--- config.mk ---
export PLATFORM = sky130hd
export DESIGN_NAME = amd_decoder
export DESIGN_NICKNAME = d
export VERILOG_FILES = /design/src/hw/amd_pkg.sv /design/src/hw/amd_decoder.sv
export SDC_FILE = /design/constraint.sdc
export NUM_CORES = 1
export LEC_CHECK = 0
export BUFFER_PORTS_ARGS = -buffer_cell sky130_fd_sc_hd__buf_4
export CAP_MARGIN = 5
export CORE_MARGIN = 1.5
export CORE_UTILIZATION = 40
export CTS_CLUSTER_DIAMETER = 60
export DETAILED_ROUTE_END_ITERATION = 7
export PLACE_DENSITY = 0.68
export SYNTH_ARGS = -nofsm -noshare
export SYNTH_HDL_FRONTEND = slang
export SYNTH_SLANG_ARGS = --single-unit
export TNS_END_PERCENT = 1
--- constraint.sdc ---
create_clock -name clk -period 3.1 [get_ports clk]
set_input_delay 0.62 -clock clk [delete_from_list [all_inputs] [get_ports clk]]
set_output_delay 0.62 -clock clk [all_outputs]
set_load 0.03 [all_outputs]
--- src/hw/amd_pkg.sv ---
package amd_pkg;

  // ----------------------------------------------------------------
  // Prefix bytes
  // ----------------------------------------------------------------
  localparam logic [7:0] SECOND_INDEX_PREFIX = 8'h90;
  localparam logic [7:0] SECOND_INDEX_INDIRECT_PREFIX = 8'h91;
  localparam logic [7:0] INDIRECT_PREFIX = 8'h92;

  // ----------------------------------------------------------------
  // Base addressing modes selected by the opcode
  // ----------------------------------------------------------------
  typedef enum logic [3:0] {
    AMD_INHERENT,
    AMD_IMMEDIATE,
    AMD_DIRECT_SHORT,
    AMD_DIRECT_LONG,
    AMD_INDEXED_NONE,
    AMD_INDEXED_SHORT,
    AMD_INDEXED_LONG,
    AMD_RELATIVE
  } amd_mode_t;

  // Resolved mode after the prefix is applied.
  typedef enum logic [3:0] {
    AMD_R_INHERENT,
    AMD_R_IMMEDIATE,
    AMD_R_DIR_SHORT,
    AMD_R_DIR_LONG,
    AMD_R_IDX_NONE,
    AMD_R_IDX_SHORT,
    AMD_R_IDX_LONG,
    AMD_R_IND_SHORT,
    AMD_R_IND_LONG,
    AMD_R_INDIDX_SHORT,
    AMD_R_INDIDX_LONG,
    AMD_R_REL_DIRECT,
    AMD_R_REL_INDIRECT
  } amd_rmode_t;

  // Byte offered by the instruction stream.
  typedef struct packed {
    logic valid;
    logic [7:0] data;
  } amd_byte_t;

  // Decoded result.
  typedef struct packed {
    amd_rmode_t mode;
    logic use_y;
    logic [15:0] ea;
    logic [7:0] operand;
    logic [15:0] pc;
    logic [2:0] length;
  } amd_result_t;

  localparam logic [15:0] PC_RESET = 16'h0000;
  localparam logic [15:0] ZERO_PAGE_MASK = 16'h00FF;
  localparam logic [2:0] MAX_LENGTH = 3'h4;

endpackage

--- src/hw/amd_decoder.sv ---
`timescale 1ns/1ps
`default_nettype none
// How it works
// - Inherent instruction is one opcode byte.
// - Immediate: opcode then operand value byte.
// - Short direct: one address byte, page zero.
// - Long direct: two address bytes, full space.
// - Indexed address is unsigned index plus offset.
// - Indexed no offset uses index register alone.
// - Short indexed: byte offset, up to 1FE.
// - Long indexed: word offset, full space.
// - Short indirect: byte pointer from page zero.
// - Long indirect forms fetch word pointer.
// - Indirect indexed adds index to pointer.
// - Short indirect indexed reaches up to 1FE.
// - Relative adds signed 8-bit offset to PC.
// - Offset added to next instruction address.
// - Relative offset inline or read from memory.
// - Prefix 90 switches to second index register.
// - Prefix 92 selects indirect forms.
// - Prefix 91 switches indirect indexed to second.
// - Optional prefix, opcode, zero to two bytes.
// - Memory-to-memory opcodes only use short forms.
module amd_decoder (
  input wire logic clk,
  input wire logic srst,
  input wire amd_pkg::amd_byte_t ibyte,
  output logic ibyte_ready,
  input wire amd_pkg::amd_mode_t op_mode,
  input wire logic op_mem_to_mem,
  input wire logic [7:0] idx_x,
  input wire logic [7:0] idx_y,
  output logic mem_req,
  output logic [15:0] mem_addr,
  input wire amd_pkg::amd_byte_t mem_rdata,
  output logic done,
  output amd_pkg::amd_result_t result,
  output logic busy
);

  // ----------------------------------------------------------------
  // Sequencer
  // ----------------------------------------------------------------
  typedef enum {
    S_OPCODE,
    S_EXT1,
    S_EXT2,
    S_PTR_HI,
    S_PTR_LO,
    S_DONE
  } amd_state_t;

  amd_state_t state;
  logic [7:0] prefix;
  logic have_prefix;
  amd_pkg::amd_rmode_t rmode;
  logic use_y;
  logic [7:0] b1;
  logic [7:0] b2;
  logic [15:0] pc;
  logic [2:0] len;
  logic [7:0] ptr_hi;

  // Resolved mode of the opcode now on the stream.
  amd_pkg::amd_rmode_t next_rmode;
  logic next_use_y;
  logic is_prefix;

  assign is_prefix = (ibyte.data == amd_pkg::SECOND_INDEX_PREFIX) ||
                     (ibyte.data == amd_pkg::SECOND_INDEX_INDIRECT_PREFIX) ||
                     (ibyte.data == amd_pkg::INDIRECT_PREFIX);

  always_comb begin
    next_use_y = 1'b0;
    next_rmode = amd_pkg::AMD_R_INHERENT;
    unique case (op_mode)
      amd_pkg::AMD_INHERENT: next_rmode = amd_pkg::AMD_R_INHERENT;
      amd_pkg::AMD_IMMEDIATE: next_rmode = amd_pkg::AMD_R_IMMEDIATE;
      amd_pkg::AMD_DIRECT_SHORT: next_rmode = amd_pkg::AMD_R_DIR_SHORT;
      amd_pkg::AMD_DIRECT_LONG: next_rmode = op_mem_to_mem ? amd_pkg::AMD_R_DIR_SHORT : amd_pkg::AMD_R_DIR_LONG;
      amd_pkg::AMD_INDEXED_NONE: next_rmode = amd_pkg::AMD_R_IDX_NONE;
      amd_pkg::AMD_INDEXED_SHORT: next_rmode = amd_pkg::AMD_R_IDX_SHORT;
      amd_pkg::AMD_INDEXED_LONG: next_rmode = op_mem_to_mem ? amd_pkg::AMD_R_IDX_SHORT : amd_pkg::AMD_R_IDX_LONG;
      amd_pkg::AMD_RELATIVE: next_rmode = amd_pkg::AMD_R_REL_DIRECT;
      default: next_rmode = amd_pkg::AMD_R_INHERENT;
    endcase
    if (have_prefix) begin
      if (prefix == amd_pkg::SECOND_INDEX_PREFIX) begin
        next_use_y = (next_rmode != amd_pkg::AMD_R_REL_DIRECT);
      end
      if (prefix == amd_pkg::INDIRECT_PREFIX || prefix == amd_pkg::SECOND_INDEX_INDIRECT_PREFIX) begin
        unique case (next_rmode)
          amd_pkg::AMD_R_DIR_SHORT: next_rmode = amd_pkg::AMD_R_IND_SHORT;
          amd_pkg::AMD_R_DIR_LONG: next_rmode = amd_pkg::AMD_R_IND_LONG;
          amd_pkg::AMD_R_IDX_SHORT: next_rmode = amd_pkg::AMD_R_INDIDX_SHORT;
          amd_pkg::AMD_R_IDX_LONG: next_rmode = amd_pkg::AMD_R_INDIDX_LONG;
          amd_pkg::AMD_R_REL_DIRECT: next_rmode = amd_pkg::AMD_R_REL_INDIRECT;
          default: next_rmode = next_rmode;
        endcase
      end
      if (prefix == amd_pkg::SECOND_INDEX_INDIRECT_PREFIX) begin
        next_use_y = (next_rmode == amd_pkg::AMD_R_INDIDX_SHORT) ||
                     (next_rmode == amd_pkg::AMD_R_INDIDX_LONG);
      end
    end
  end

  // Number of inline bytes after the opcode per resolved mode.
  function automatic logic [1:0] amd_ext_bytes(input amd_pkg::amd_rmode_t m);
    unique case (m)
      amd_pkg::AMD_R_INHERENT, amd_pkg::AMD_R_IDX_NONE: amd_ext_bytes = 2'h0;
      amd_pkg::AMD_R_DIR_LONG, amd_pkg::AMD_R_IDX_LONG: amd_ext_bytes = 2'h2;
      default: amd_ext_bytes = 2'h1;
    endcase
  endfunction

  function automatic logic amd_ptr_word(input amd_pkg::amd_rmode_t m);
    amd_ptr_word = (m == amd_pkg::AMD_R_IND_LONG) || (m == amd_pkg::AMD_R_INDIDX_LONG);
  endfunction

  function automatic logic amd_needs_ptr(input amd_pkg::amd_rmode_t m);
    amd_needs_ptr = (m == amd_pkg::AMD_R_IND_SHORT) || (m == amd_pkg::AMD_R_IND_LONG) ||
                    (m == amd_pkg::AMD_R_INDIDX_SHORT) || (m == amd_pkg::AMD_R_INDIDX_LONG) ||
                    (m == amd_pkg::AMD_R_REL_INDIRECT);
  endfunction

  assign ibyte_ready = (state == S_OPCODE) || (state == S_EXT1) || (state == S_EXT2);
  // Busy covers a held prefix too, so the core never mistakes it for an idle gap.
  assign busy = (state != S_OPCODE) || have_prefix;

  logic take;
  assign take = ibyte.valid && ibyte_ready;

  // ----------------------------------------------------------------
  // Instruction byte sequence
  // ----------------------------------------------------------------
  always_ff @(posedge clk) begin
    if (srst) begin
      state <= S_OPCODE;
      prefix <= 8'h00;
      have_prefix <= 1'b0;
      rmode <= amd_pkg::AMD_R_INHERENT;
      use_y <= 1'b0;
      b1 <= 8'h00;
      b2 <= 8'h00;
      len <= 3'h0;
      ptr_hi <= 8'h00;
    end else begin
      unique case (state)
        S_OPCODE: begin
          // A prefix value seen while one is held is taken as the opcode.
          // This way a run of prefix bytes can never stall the stream.
          if (take && is_prefix && !have_prefix) begin
            prefix <= ibyte.data;
            have_prefix <= 1'b1;
            len <= 3'h1;
          end else if (take) begin
            // prefix consumed by this opcode only
            have_prefix <= 1'b0;
            rmode <= next_rmode;
            use_y <= next_use_y;
            len <= have_prefix ? 3'h2 : 3'h1;
            if (amd_ext_bytes(next_rmode) == 2'h0) begin
              state <= S_DONE;
            end else begin
              state <= S_EXT1;
            end
          end
        end
        S_EXT1: begin
          if (take) begin
            b1 <= ibyte.data;
            len <= len + 3'h1;
            if (amd_ext_bytes(rmode) == 2'h2) begin
              state <= S_EXT2;
            end else if (amd_needs_ptr(rmode)) begin
              state <= amd_ptr_word(rmode) ? S_PTR_HI : S_PTR_LO;
            end else begin
              state <= S_DONE;
            end
          end
        end
        S_EXT2: begin
          if (take) begin
            b2 <= ibyte.data;
            len <= len + 3'h1;
            state <= S_DONE;
          end
        end
        S_PTR_HI: begin
          // high byte of word pointer first
          if (mem_rdata.valid) begin
            ptr_hi <= mem_rdata.data;
            state <= S_PTR_LO;
          end
        end
        S_PTR_LO: begin
          if (mem_rdata.valid) begin
            b2 <= mem_rdata.data;
            if (!amd_ptr_word(rmode)) begin
              ptr_hi <= 8'h00;
            end
            state <= S_DONE;
          end
        end
        S_DONE: begin
          state <= S_OPCODE;
        end
        default: state <= S_OPCODE;
      endcase
    end
  end

  // ----------------------------------------------------------------
  // Pointer fetch addresses
  // ----------------------------------------------------------------
  // Pointer addresses live in page zero; word pointers wrap there.
  assign mem_req = ((state == S_PTR_HI) || (state == S_PTR_LO));
  always_comb begin
    mem_addr = {8'h00, b1};
    if (state == S_PTR_LO && amd_ptr_word(rmode)) begin
      mem_addr = {8'h00, b1 + 8'h01};
    end
  end

  // ----------------------------------------------------------------
  // Effective address and program counter
  // ----------------------------------------------------------------
  logic [7:0] idx;
  logic [15:0] next_ea;
  logic [15:0] next_pc;
  logic [7:0] rel_off;
  assign idx = use_y ? idx_y : idx_x;
  // The program counter keeps no carry, so lengths and jumps wrap at the top of the space.
  assign next_pc = pc + {13'h0000, len};

  always_comb begin
    next_ea = 16'h0000;
    rel_off = b1;
    unique case (rmode)
      amd_pkg::AMD_R_DIR_SHORT: next_ea = {8'h00, b1};
      amd_pkg::AMD_R_DIR_LONG: next_ea = {b1, b2};
      amd_pkg::AMD_R_IDX_NONE: next_ea = {8'h00, idx};
      amd_pkg::AMD_R_IDX_SHORT: next_ea = {8'h00, idx} + {8'h00, b1};
      amd_pkg::AMD_R_IDX_LONG: next_ea = {b1, b2} + {8'h00, idx};
      amd_pkg::AMD_R_IND_SHORT: next_ea = {8'h00, b2};
      amd_pkg::AMD_R_IND_LONG: next_ea = {ptr_hi, b2};
      amd_pkg::AMD_R_INDIDX_SHORT: next_ea = {8'h00, b2} + {8'h00, idx};
      amd_pkg::AMD_R_INDIDX_LONG: next_ea = {ptr_hi, b2} + {8'h00, idx};
      amd_pkg::AMD_R_REL_INDIRECT: rel_off = b2;
      default: next_ea = 16'h0000;
    endcase
  end

  always_ff @(posedge clk) begin
    if (srst) begin
      pc <= amd_pkg::PC_RESET;
      done <= 1'b0;
      result <= '0;
    end else begin
      done <= (state == S_DONE);
      if (state == S_DONE) begin
        result.mode <= rmode;
        result.use_y <= use_y;
        result.ea <= next_ea;
        result.operand <= (rmode == amd_pkg::AMD_R_IMMEDIATE) ? b1 : 8'h00;
        result.length <= len;
        if (rmode == amd_pkg::AMD_R_REL_DIRECT || rmode == amd_pkg::AMD_R_REL_INDIRECT) begin
          pc <= next_pc + {{8{rel_off[7]}}, rel_off};
          result.pc <= next_pc + {{8{rel_off[7]}}, rel_off};
        end else begin
          pc <= next_pc;
          result.pc <= next_pc;
        end
      end
    end
  end
endmodule
`default_nettype wire

=== Yosys cells after proc, flatten, opt, wreduce, memory -nomap -nowiden ===
Cells that the tools add are included.

* Register bits: 122
* Bits of input ports: 41
* Output and inout port bits: 68
* Logic and storage cells: 171

* $add $sub $neg: 8
* Equal/unequal tests: 55
* Mux-type cells: 49
* Bitwise gates (word level): 1
* Reduce and logical (&&, ||, !) cells: 42

{| class="wikitable"
|+ Operator list
! operator !! number
|-
| $mux 32 || 6
|-
| $pmux 32 s5 || 1
|-
| $pmux 16 s9 || 1
|-
| $eq 32x2->1 const B || 3
|-
| $eq 32x3->1 const B || 3
|-
| $eq 32x4->1 const B || 2
|-
| $logic_not 32->1 || 2
|-
| $mux 8 || 8
|-
| $eq 4x3->1 const B || 12
|-
| $eq 8x8->1 const B || 6
|-
| $add 16x8->16 || 2
|-
| $eq 32x1->1 const B || 1
|-
| $eq 4x4->1 const B || 8
|-
| $pmux 8 s2 || 2
|-
| $reduce_bool 32->1 || 1
|-
| $eq 4x2->1 const B || 7
|-
| $pmux 4 s7 || 1
|-
| $mux 3 || 7
|-
| $pmux 4 s5 || 1
|-
| $add 8x8->9 || 2
|-
| $mux 2 || 9
|-
| $add 16x16->16 || 1
|-
| $add 16x3->16 || 1
|-
| $mux 16 || 1
|-
| 24 further kinds || 67
|}

=== Depth between registers and ports, before layout ===
* Word-level depth: 19
* Gate-level depth with buffers: 17
* Gate-level depth less buffers: 15

=== Worst setup path after synthesis ===
No wires, ideal clock.

* Path kind: register to register
* From: register pc[0]
* To: register pc[15]
* Setup time: 0.123 ns
* Arrival: 3.338 ns
* Data required time: 2.977 ns
* Setup slack: -0.362 ns
* Stages on the path, launching flop included: 16
* Buffers on the path: 0
* Period minus slack after synthesis: 3.462 ns
* Cells stage by stage: dfxtp_1 ha_1 fa_1 a21oi_1 nor2_1 and3_1 and3_1 xor2_1 ha_1 nand2_1 nor2_1 o211ai_2 and3_1 o21ai_2 mux2i_1 mux2_1

* Longest elaborated chain between the ends: 3

{| class="wikitable"
|+ Ends and longest elaborated chain
! element !! RTL line !! text
|-
| start, declared || amd_decoder.sv:60 || <nowiki>logic [15:0] pc;</nowiki>
|-
| start signal, assigned || amd_decoder.sv:257 || <nowiki>pc <= amd_pkg::PC_RESET;</nowiki>
|-
| start signal, assigned || amd_decoder.sv:269 || <nowiki>pc <= next_pc + {{8{rel_off[7]}}, rel_off};</nowiki>
|-
| start signal, assigned || amd_decoder.sv:272 || <nowiki>pc <= next_pc;</nowiki>
|-
| $add 16x3->16 * || amd_decoder.sv:235 || <nowiki>assign next_pc = pc + {13'h0000, len};</nowiki>
|-
| $add 16x16->16 || amd_decoder.sv:269 ||
|-
| $mux 16 * || amd_decoder.sv:268 || <nowiki>if (rmode == amd_pkg::AMD_R_REL_DIRECT || rmode == amd_pkg::AMD_R_REL_INDIRECT) begin</nowiki>
|}

Every way passes the cells marked *; elsewhere a longest branch is shown, timed or not.
A chain may end at the register's enable or synchronous reset.

=== Worst setup path after layout ===
Same ends and word-level chain as after synthesis.

==> reports/summary.md <==
- **most used flip-flop cell after synthesis** sky130_fd_sc_hd__dfxtp_1
- **# nets final** 1115
- **sum of met3 wire segment lengths after detailed routing** 1.52 mm
- **average footprint of a synthesized cell** 7.77 um2
- **final worst setup slack** -309 ps
- **vias per inst** 5.71
- **die outline height** 133 um
- **total number of placement rows** 47
- **Pre-antenna DRT Iters** 5
- **Static Leak** 3.74 nW
- **count of endpoints failing hold in the final timing report** 0
- **start of the worst register-to-register path** pc[0]
- **kind of capture point of the worst setup path** flip-flop
- **htree depth** 3
- **drt drc** 0
- **Worst Reg2Reg Path Length in Cells** 15
- **Setup crit start kind** flip-flop
- **run status** finished, violations left
- **Root Driver** sky130_fd_sc_hd__clkbuf_16
- **number of pins exceeding their max-slew limit in the final report** 0
- **via count** 7195
- **number of buffers between clock root and the deepest sink** 2
- **count of buffers inserted at the top-level ports** 100
- **Post-synth ARST share** 0%
- **Worst Hold Path EP** prefix[6]
- **Final setup violation count** 4
- **largest driver fanout on the critical path** 5
- **transition at the pin with the smallest max-transition slack** 910 ps
- **routed wl met2** 10.4 mm
- **highest metal layer used by the detailed router** met4
- **number of buffers added by the clock tree synthesis step** 9
- **Overflow after GRT** 0
- **headroom to the max-slew limit** 37.8%
- **worst clock skew** 10.1 ps
- **post-route antenna net violation count** 0
- **# IOs** 109
- **initial antenna violation count** 0
- **final cell utilization of the core** 53.6%
- **number of distinct library cells after synthesis** 72
- **class of the tightest hold or removal check** flip-flop to flip-flop
- **worst reg2reg endpoint** pc[15]
- **count of routing violations after the opening detailed-route iteration** 750
- **core region area** 0.0165 mm2
- **hold_sp** prefix[6]
- **first-pass GRT wire length** 34.3 mm
- **later-pin clock latency in the skew report** 360 ps
- **sequential fraction of the synthesis area** 27.6%
- **clock transition time at the flip-flop clock pins of the worst setup and hold paths** 70 ps
- **final setup TNS** -489 ps
- **data required time at the worst endpoint** 3350 ps
- **Post-synth EDFFs** 0
- **total power per unit cell area** 392 mW/mm2
- **Min-Delay Path Depth** 1
- **starting utilization of the core area** 40.9%
- **Syn-to-layout area delta** 31.2%
- **CTS sink count** 93
- **die boundary width** 133 um
- **routability-driven placement congestion ratio** 0.896
- **MaxCap Viol Count** 0
- **failing checks** setup timing
- **worst supply voltage drop on vdd** 0.311 mV
- **count of state elements after synthesis** 93
- **HPWL Detailed** 16.2 mm
- **worst slack, placed** -274 ps
- **post-DR wirelength/cell** 17.5 um
- **share of cells above drive strength 1** 29.7%
- **Post-Syn Area** 0.00675 mm2
- **hold-fix buffers at CTS** 0
- **fmax** 0.293 GHz
- **Yosys warnings** 0
- **vias in the first global route** 6571
- **clock tree from TritonCTS** yes
- **clock period minus worst slack** 3410 ps
- **Gate Count Post-Synth** 869
- **Final period util** 110%
- **flop-to-flop setup slack** -310 ps
- **number of inserted diodes** 0
- **RSZ-0062 raised after global routing** yes
- **aggregate global-route resource usage** 24.4%
- **DRT met1 WL** 9.78 mm
- **largest net degree at the start of global routing** 49
- **Routed Wire Length** 22.0 mm
- **Total Die Area** 0.0177 mm2
- **WP data arrival** 3660 ps
- **classification of the worst setup path** flip-flop to flip-flop
[how the worst max path moves through the flow]
stage,from,to,slack (ps),depth (start not counted)
final,pc[0],pc[15],-310,15
after global routing,pc[0],pc[15],-490,15
after CTS,pc[0],pc[15],-220,15
after detailed placement,pc[0],pc[15],-270,15
after global placement,pc[0],pc[15],-250,15
after floorplan,pc[0],pc[15],-160,15
[area by class of cell]
| type | instances | area (um2) |
|---|---|---|
| Clock buffer | 10 | 239 |
| Clock inverter | 6 | 91.3 |
| Fill cell | 1626 | 7660 |
| Inverter | 18 | 67.6 |
| Multi-Input combinational cell | 699 | 4700 |
| Sequential cell | 93 | 1870 |
| Tap cell | 220 | 275 |
| Timing Repair Buffer | 213 | 1620 |
[cell families (layout without fill, tap and decap cells)]
| family | count (synthesis) | after routing | synth area share, % |
|---|---|---|---|
| AO/OA/AOI/OAI | 238 | 238 | 23.2 |
| XOR/XNOR | 46 | 46 | 5.97 |
| adder cells (fa/ha/maj) | 40 | 40 | 7.86 |
| buffers and inverters | 84 | 247 | 5.67 |
| flip-flops | 93 | 93 | 27.6 |
| multiplexers | 39 | 39 | 6.34 |
| other | 1 | 8 | 0.0555 |
| AND/OR/NAND/NOR | 328 | 328 | 23.4 |
[worst max-delay path, stage by stage (launching register included)]
cell	delay [ps]
sky130_fd_sc_hd__dfxtp_4	350
sky130_fd_sc_hd__ha_4	160
sky130_fd_sc_hd__fa_2	370
sky130_fd_sc_hd__a21oi_4	200
sky130_fd_sc_hd__nor2_4	70
sky130_fd_sc_hd__nand3_2	100
sky130_fd_sc_hd__xnor2_2	70
sky130_fd_sc_hd__ha_1	350
sky130_fd_sc_hd__a21oi_2	200
sky130_fd_sc_hd__o21ai_2	90
sky130_fd_sc_hd__or3_4	370
sky130_fd_sc_hd__o211ai_2	200
sky130_fd_sc_hd__a21oi_2	80
sky130_fd_sc_hd__o21ai_2	150
sky130_fd_sc_hd__mux2i_1	210
sky130_fd_sc_hd__mux2_1	330
[flip-flops by register name, indices dropped and copies added (netlist names)]
signal,flops
pc,16
have_prefix,1
state,3
prefix,8
ptr_hi,8
done,1
b2,8
use_y,1
result,32
len,3
rmode,4
b1,8
[cell usage in the layout, fill, tap and decap left out, drive strengths merged, types with 11 or more instances in the layout]
cell type,n
a221oi,11
nor3,23
a22oi,15
inv,20
dfxtp,93
nand2,112
a31oi,11
nand2b,11
o21ai,42
xnor2,26
a311oi,11
a21oi,80
nor2,84
xor2,20
buf,213
a222oi,11
ha,36
mux2,27
mux2i,12
nand3,38
[stage by stage]
step	total power [mW]	cells	hold slack (ps)	instance area (um2)
floorplan	1.87	876	422	6800
global placement	2.20	1241	438	8360
detailed placement	2.21	1241	438	8360
CTS	3.47	1258	459	8730
global route	3.62	1259	473	8860
finish	3.47	1259	456	8860
[routing by layer]
metal	vias up	GRT usage, %
li1	3477	-
met1	3442	33.7
met2	252	39.8
met3	24	4.37
met4	0	5.19
met5	-	0
[power breakdown]
group          total [mW]  internal [mW]  leakage (nW)  switching [mW]
clock                1.25          0.735         0.163           0.514
combinational       0.942          0.387          2.83           0.555
sequential           1.28           1.24         0.755          0.0392
[cells in the mapped netlist (15+ instances only)]
library cell,count,area (um2)
sky130_fd_sc_hd__a21oi_1,79,395
sky130_fd_sc_hd__a22oi_1,15,113
sky130_fd_sc_hd__clkbuf_1,40,150
sky130_fd_sc_hd__dfxtp_1,93,1860
sky130_fd_sc_hd__ha_1,36,450
sky130_fd_sc_hd__inv_1,18,67.6
sky130_fd_sc_hd__mux2_2,25,282
sky130_fd_sc_hd__nand2_1,112,420
sky130_fd_sc_hd__nand3_1,38,190
sky130_fd_sc_hd__nor2_1,83,312
sky130_fd_sc_hd__nor3_1,22,110
sky130_fd_sc_hd__o21ai_0,39,195
sky130_fd_sc_hd__xnor2_1,26,228
sky130_fd_sc_hd__xor2_1,20,175
[repair_timing]
action	CTS	global route
endpoints found under the setup margin	6	21
endpoints found under the hold margin	0	0
buffers inserted	1	1
resized for setup	8	34
pin swaps	7	10
(Power assumes the default switching activity.)
